$ cat src/rtl/gbs_pkg.sv
// Package of constants for the GPIO bit-banged chip-select expander.
package gbs_pkg;

	// ----------------------------------------------------------------
	// Register reset values, SPI direction setting and GPIO bit positions
	// ----------------------------------------------------------------
	localparam logic [7:0] GBS_DIR_RST   = 8'h00;
	localparam logic [7:0] GBS_OUT_RST   = 8'h00;
	localparam logic [7:0] GBS_DIR_SPI   = 8'h0c;
	localparam int         GBS_BIT_STORE = 0;
	localparam int         GBS_BIT_OE    = 1;
	localparam int         GBS_BIT_SCLK  = 2;
	localparam int         GBS_BIT_MOSI  = 3;

	// ----------------------------------------------------------------
	// One-hot select codes and shift register reset value
	// ----------------------------------------------------------------
	localparam logic [7:0] GBS_SEL_TOP   = 8'h01;
	localparam logic [7:0] GBS_SEL_MID   = 8'h02;
	localparam logic [7:0] GBS_SEL_BOT   = 8'h04;
	localparam logic [7:0] GBS_SEL_DAC   = 8'h08;
	localparam logic [7:0] GBS_SR_RST    = 8'h00;

	// ----------------------------------------------------------------
	// Isolator defaults
	// ----------------------------------------------------------------
	localparam logic       GBS_ISO_RST   = 1'b0;

endpackage

$ cat src/rtl/gbs_shift_latch.sv
// Eight-bit serial-in shift register with output latch and tri-state enable.
`timescale 1ns/100ps
module gbs_shift_latch
	import gbs_pkg::*;
(
	input  wire logic       clk,
	input  wire logic       rst_n,
	input  wire logic       sclk_rise,
	input  wire logic       sdata,
	input  wire logic       store_rise,
	input  wire logic       oe,
	output logic [7:0]      shift_q,
	output logic [7:0]      sel_q,
	output logic [7:0]      sel_oe_q
);

	// ----------------------------------------------------------------
	// Shift stage
	// ----------------------------------------------------------------
	// Data enters at bit 0 so the first bit sent ends in bit 7.
	always_ff @(posedge clk)
	begin
		if (!rst_n)
			shift_q <= GBS_SR_RST;
		else if (sclk_rise)
			shift_q <= {shift_q[6:0], sdata};
	end

	// ----------------------------------------------------------------
	// Output latch and enable
	// ----------------------------------------------------------------
	always_ff @(posedge clk)
	begin
		if (!rst_n)
			sel_q <= GBS_SR_RST;
		else if (store_rise)
			sel_q <= shift_q;
	end

	// Outputs float when not enabled; the enable per line stands for the driver.
	always_ff @(posedge clk)
	begin
		if (!rst_n)
			sel_oe_q <= 8'h00;
		else
			sel_oe_q <= {8{oe}};
	end

endmodule

$ cat src/rtl/gbs_top.sv
// GPIO register pair driving a shift-register chip-select expander and SPI lines.
//
// Contract
// - Setting output bit 0 copies the shift contents into the output latch.
// - Setting output bit 1 enables the latch onto the chip-select lines.
// - Expander is eight-bit shift register, separate latch, floating outputs.
// - Isolated gate and clamp outputs default low when unpowered.
`timescale 1ns/100ps
module gbs_top
	import gbs_pkg::*;
(
	input  wire logic       clk,
	input  wire logic       rst_n,
	input  wire logic       dir_wr,
	input  wire logic       out_wr,
	input  wire logic [7:0] wr_data,
	output logic [7:0]      gpio_direction_ff,
	output logic [7:0]      gpio_output_levels_ff,
	output logic [7:0]      gpio_pin_ff,
	output logic            spi_sclk_ff,
	output logic            spi_mosi_ff,
	output logic [7:0]      chip_sel_ff,
	output logic [7:0]      chip_sel_oe_ff,
	input  wire logic       iso_powered,
	input  wire logic       gate_in,
	input  wire logic       clamp_in,
	output logic            primary_switch_gate_ff,
	output logic            clamp_gate_ff
);

	logic [7:0] shift_q;
	logic [7:0] sel_q;
	logic [7:0] sel_oe_q;
	logic [7:0] nxt_pin;
	logic       sclk_rise;
	logic       store_rise;
	logic [7:0] gpio_pin_prev_ff;
	logic [2:0] iso_s1_ff;
	logic [2:0] iso_s2_ff;

	// ----------------------------------------------------------------
	// GPIO registers
	// ----------------------------------------------------------------
	always_ff @(posedge clk)
	begin
		if (!rst_n)
			gpio_direction_ff <= GBS_DIR_RST;
		else if (dir_wr)
			gpio_direction_ff <= wr_data;
	end

	always_ff @(posedge clk)
	begin
		if (!rst_n)
			gpio_output_levels_ff <= GBS_OUT_RST;
		else if (out_wr)
			gpio_output_levels_ff <= wr_data;
	end

	// Only lines set as outputs drive; an input line reads low here.
	assign nxt_pin = gpio_output_levels_ff & gpio_direction_ff;

	always_ff @(posedge clk)
	begin
		if (!rst_n)
			gpio_pin_ff <= GBS_OUT_RST;
		else
			gpio_pin_ff <= nxt_pin;
	end

	// ----------------------------------------------------------------
	// Pin edge detection
	// ----------------------------------------------------------------
	// Edges compare the registered pins with their previous cycle, so the shift
	// stage samples the same data level that the pins show at the clock rise.
	always_ff @(posedge clk)
	begin
		if (!rst_n)
			gpio_pin_prev_ff <= GBS_OUT_RST;
		else
			gpio_pin_prev_ff <= gpio_pin_ff;
	end

	assign sclk_rise  = gpio_pin_ff[GBS_BIT_SCLK] & ~gpio_pin_prev_ff[GBS_BIT_SCLK];
	assign store_rise = gpio_pin_ff[GBS_BIT_STORE] & ~gpio_pin_prev_ff[GBS_BIT_STORE];

	// ----------------------------------------------------------------
	// Expander
	// ----------------------------------------------------------------
	gbs_shift_latch u_sr (
		.clk        (clk),
		.rst_n      (rst_n),
		.sclk_rise  (sclk_rise),
		.sdata      (gpio_pin_ff[GBS_BIT_MOSI]),
		.store_rise (store_rise),
		.oe         (gpio_pin_ff[GBS_BIT_OE]),
		.shift_q    (shift_q),
		.sel_q      (sel_q),
		.sel_oe_q   (sel_oe_q)
	);

	always_ff @(posedge clk)
	begin
		if (!rst_n)
		begin
			spi_sclk_ff    <= 1'b0;
			spi_mosi_ff    <= 1'b0;
			chip_sel_ff    <= GBS_SR_RST;
			chip_sel_oe_ff <= 8'h00;
		end
		else
		begin
			spi_sclk_ff    <= gpio_pin_ff[GBS_BIT_SCLK];
			spi_mosi_ff    <= gpio_pin_ff[GBS_BIT_MOSI];
			chip_sel_ff    <= sel_q & sel_oe_q;
			chip_sel_oe_ff <= sel_oe_q;
		end
	end

	// ----------------------------------------------------------------
	// Isolated gate path
	// ----------------------------------------------------------------
	// Pins from the isolator are synchronised before use.
	always_ff @(posedge clk)
	begin
		if (!rst_n)
		begin
			iso_s1_ff <= 3'h0;
			iso_s2_ff <= 3'h0;
		end
		else
		begin
			iso_s1_ff <= {iso_powered, gate_in, clamp_in};
			iso_s2_ff <= iso_s1_ff;
		end
	end

	// Unpowered input side forces both gates low, so the FETs stay off.
	always_ff @(posedge clk)
	begin
		if (!rst_n)
		begin
			primary_switch_gate_ff <= GBS_ISO_RST;
			clamp_gate_ff          <= GBS_ISO_RST;
		end
		else
		begin
			primary_switch_gate_ff <= iso_s2_ff[2] & iso_s2_ff[1];
			clamp_gate_ff          <= iso_s2_ff[2] & iso_s2_ff[0];
		end
	end

	// ----------------------------------------------------------------
	// Checks
	// ----------------------------------------------------------------
	AST_SHIFT_ON_RISE: assert property (@(posedge clk) disable iff (!rst_n)
		$rose(gpio_pin_ff[GBS_BIT_SCLK]) |=> shift_q[0] == $past(gpio_pin_ff[GBS_BIT_MOSI]))
		else $error("shift stage missed data on clock rise");

	AST_SHIFT_HOLD: assert property (@(posedge clk) disable iff (!rst_n)
		!$rose(gpio_pin_ff[GBS_BIT_SCLK]) |=> $stable(shift_q))
		else $error("shift stage moved without clock rise");

	AST_STORE_COPY: assert property (@(posedge clk) disable iff (!rst_n)
		$rose(gpio_pin_ff[GBS_BIT_STORE]) |=> sel_q == $past(shift_q))
		else $error("latch did not take shift contents");

	AST_LATCH_HOLD: assert property (@(posedge clk) disable iff (!rst_n)
		!$rose(gpio_pin_ff[GBS_BIT_STORE]) |=> $stable(sel_q))
		else $error("latch changed without store edge");

	AST_SEL_GATED: assert property (@(posedge clk) disable iff (!rst_n)
		!gpio_pin_ff[GBS_BIT_OE] |-> ##2 chip_sel_ff == 8'h00 && chip_sel_oe_ff == 8'h00)
		else $error("chip select active without enable");

	AST_SEL_DRIVE: assert property (@(posedge clk) disable iff (!rst_n)
		gpio_pin_ff[GBS_BIT_OE] ##1 gpio_pin_ff[GBS_BIT_OE] |=> chip_sel_ff == $past(sel_q)
		&& chip_sel_oe_ff == 8'hff)
		else $error("enabled latch not on select lines");

	AST_ISO_LOW: assert property (@(posedge clk) disable iff (!rst_n)
		!iso_s2_ff[2] |=> !primary_switch_gate_ff && !clamp_gate_ff)
		else $error("isolated gate high while unpowered");

	AST_PIN_MASK: assert property (@(posedge clk) disable iff (!rst_n)
		1'b1 |=> (gpio_pin_ff & ~$past(gpio_direction_ff)) == 8'h00)
		else $error("input line driven as output");

	AST_SHIFT_ORDER: assert property (@(posedge clk) disable iff (!rst_n)
		$rose(gpio_pin_ff[GBS_BIT_SCLK]) |=> shift_q[7:1] == $past(shift_q[6:0]))
		else $error("shift stage lost bit order");

	AST_SEL_FLOAT: assert property (@(posedge clk) disable iff (!rst_n)
		(chip_sel_ff & ~chip_sel_oe_ff) == 8'h00)
		else $error("select line high while floating");

	AST_OE_FOLLOW: assert property (@(posedge clk) disable iff (!rst_n)
		gpio_pin_ff[GBS_BIT_OE] |=> ##1 chip_sel_oe_ff == 8'hff)
		else $error("select outputs not enabled after enable pin");

	AST_OE_RELEASE: assert property (@(posedge clk) disable iff (!rst_n)
		!gpio_pin_ff[GBS_BIT_OE] |=> sel_oe_q == 8'h00)
		else $error("expander outputs driven without enable");

	AST_GATE_FOLLOW: assert property (@(posedge clk) disable iff (!rst_n)
		iso_s2_ff[2] |=> primary_switch_gate_ff == $past(iso_s2_ff[1])
		&& clamp_gate_ff == $past(iso_s2_ff[0]))
		else $error("isolated gate does not follow its input");

	AST_GATE_IN_LOW: assert property (@(posedge clk) disable iff (!rst_n)
		!iso_s2_ff[1] |=> !primary_switch_gate_ff)
		else $error("primary gate high with its input low");

endmodule

$ cat config.mk
export PLATFORM = sky130hd
export DESIGN_NAME = gbs_top
export DESIGN_NICKNAME = d
export VERILOG_FILES = /design/src/rtl/gbs_pkg.sv /design/src/rtl/gbs_shift_latch.sv /design/src/rtl/gbs_top.sv
export SDC_FILE = /design/constraint.sdc
export NUM_CORES = 1
export LEC_CHECK = 0
export BUFFER_PORTS_ARGS = -buffer_cell sky130_fd_sc_hd__buf_2
export CAP_MARGIN = 10
export CORE_MARGIN = 4
export CORE_UTILIZATION = 40
export CTS_BUF_LIST = sky130_fd_sc_hd__clkbuf_8 sky130_fd_sc_hd__clkbuf_16
export DETAILED_ROUTE_END_ITERATION = 8
export GPL_TIMING_DRIVEN = 0
export PLACE_DENSITY = 0.75
export SLEW_MARGIN = 20
export SYNTH_ARGS = -nofsm -noshare
export SYNTH_HDL_FRONTEND = slang
export SYNTH_SLANG_ARGS = --single-unit
$ cat constraint.sdc
create_clock -name clk -period 2.5 [get_ports clk]
set_clock_uncertainty 0.15 [all_clocks]
set_input_delay 0.375 -clock clk [delete_from_list [all_inputs] [get_ports clk]]
set_output_delay 0.375 -clock clk [all_outputs]
set_load 0.01 [all_outputs]
==> run metrics <==
status finished clean; cells after synthesis 176; via count 1365; final net count 258; row count 25; Max Cap Violations 0; drt first pass iters 4; Placer Congestion 0.729; H-tree levels 3; area delta synth->final 29.7%; DRC violations left 0; RSZ-0062 raised after global routing no; Netlist cell types 12; CTS Sinks 61; synthesis-stage register bit count 61; number of global-route vias before repair 1394; Worst IR Drop VDD 0.375 mV; DIE WIDTH 79.3 um; syn_area_per_cell 11.6 um2; GRT met2 Usage 19.9%; Post-CTS Setup Bufs 0; fill count 477; Slew Viols, Final 0; GRT overflow 0; met3 GRT Util 7.03%; GR peak layer met2; Placed Cells 299; Clock Latency Late Sink 0.33 ns; slew margin rel. 74.8%; Syn Nets 191; Post-CTS Hold Buffers 0; pin count of the biggest net entering global routing 11; die area 6290 um2; Setup Viol. Count Final 0; post-route setup TNS 0 ns; WS Path Type reg2out; worst slew pin tran 0.378 ns; highest-delay cell along the critical path dfxtp_1; layout cell share with drive strength beyond 1 35.1%; non-filler instance count after layout 315; # resized after CTS 0; I/O pin count 59; Core ar. 4820 um2; fin crit share 62.6%; Fin. Hold Viols 0; Peak Freq 639 MHz; Placed Area 2400 um2; met1 usage 15.0%; fin util 54.8%; Starting Density 42.3%; pwr dens 816 nW/um2; warnings from Yosys 0; TritonCTS clock tree yes; Seq/Total Area, Yosys 60.0%; first-pass GRT wire length 6260 um; crit end category output port; GR Util All Layers 13.2%; Via density 4.33; Total Wirelength 3730 um; WL/cell 11.8 um; post-layout minimum cycle time 1.56 ns; initial antenna violation count 0; static leakage 1.34 nW; Worst-path clk slew 0.07 ns; mapped cell area 2040 um2; root buf cell clkbuf_8; Final ANT Viol Nets 0; slowest cell delay on critical path 0.44 ns; Worst Path Required 1.98 ns; ant diodes 0; dpl hpwl 2640 um; CTS Buffer Depth 2; HP Class in2reg; Design Area, Final 2640 um2; CTS Buf Count 9; CP max FO 8; I/O Buffers 56; crit path launch type flip-flop; Die Y 79.3 um; Worst EP arrival 1.04 ns; Starting DRT DRC Count 66; worst path cell trace buf_4 > buf_2
-- flip-flops by register name (all words and copies together), names as in the netlist --
signal / cells
iso_s1_ff: 3
gpio_output_levels_ff: 8
primary_switch_gate_ff: 1
gpio_pin_prev_ff: 3
spi_mosi_ff: 1
clamp_gate_ff: 1
gpio_pin_ff: 8
u_sr.sel_q: 8
iso_s2_ff: 3
chip_sel_oe_ff: 1
chip_sel_ff: 8
u_sr.shift_q: 8
gpio_direction_ff: 8
-- cell families (layout without fill, tap and decap cells) --
family | Yosys count | in the layout | synth area share, %
buf+inv | 20 | 92 | 6.58
simple gates | 63 | 63 | 17.7
flops | 61 | 61 | 60.0
mux | 32 | 32 | 15.7
-- layout by cell type, fill, tap and decap left out, drive strengths merged --
master / instances
nor2b: 11
and2b: 7
and2: 10
nand2: 17
and3: 18
mux2i: 32
clkinv: 1
buf: 72
inv: 3
dfxtp: 61
bufinv: 3
clkbuf: 13
-- per-stage QoR --
| step | power, mW | setup WS, ns | hold slack, ns |
|---|---|---|---|
| 2_1_floorplan | 1.09 | 1.36 | 0.262 |
| 3_3_place_gp | 1.13 | 1.27 | 0.264 |
| 3_5_place_dp | 1.13 | 1.20 | 0.277 |
| 4_1_cts | 2.18 | 0.902 | 0.0877 |
| 5_1_grt | 2.22 | 0.827 | 0.0948 |
| 6_report | 2.15 | 0.936 | 0.101 |
-- cell usage after synthesis --
library cell	instances	share of area [%]
buf_2	1	0.25
dfxtp_1	61	60
and3_1	18	5.5
and2_1	10	3.1
nor2b_1	11	3.4
nand2_1	17	3.1
clkbuf_1	2	0.37
clkbuf_2	1	0.25
mux2i_1	32	16
and2b_1	7	2.6
buf_4	15	5.5
inv_1	1	0.18
-- critical path: cells and delay by family (launching register included) --
kind                   cells  cell delay [ns]
flip-flops                 1             0.44
buffers and inverters      2             0.27
-- layer usage --
| metal | wire length, um | vias to the layer above |
|---|---|---|
| met5 | 0 | - |
| met3 | 402 | 9 |
| met4 | 69 | 0 |
| met1 | 1630 | 603 |
| li1 | - | 702 |
| met2 | 1620 | 51 |
-- power by group --
group	total [mW]	switching, mW	internal (mW)
clock network	1.05	0.366	0.681
logic	0.0998	0.0502	0.0496
registers	1.01	0.0122	0.994
total	2.15	0.429	1.72
-- final timing paths --
path	from	end	slack, ns	cells after the start
worst max register to register	gpio_pin_ff[0]	u_sr.sel_q[1]	1.43	3
worst min register to register	iso_s1_ff[2]	iso_s2_ff[2]	0.29	1
worst min-delay path	iso_powered	iso_s1_ff[2]	0.10	2
worst max-delay path	chip_sel_oe_ff[0]	chip_sel_oe_ff[6]	0.94	2
-- area by class of cell --
| cell class | count | area (um2) | share of cell area, % |
|---|---|---|---|
| Timing Repair Buffer | 56 | 280 | 10.6 |
| Clock buffer | 10 | 138 | 5.21 |
| Clock inverter | 6 | 103 | 3.89 |
| Tap cell | 67 | 83.8 | 3.18 |
| Buffer | 19 | 130 | 4.93 |
| Multi-Input combinational cell | 95 | 681 | 25.8 |
| Sequential cell | 61 | 1220 | 46.3 |
| Inverter | 1 | 3.75 | 0.142 |
Note: power is estimated with default switching activity, not from simulation.
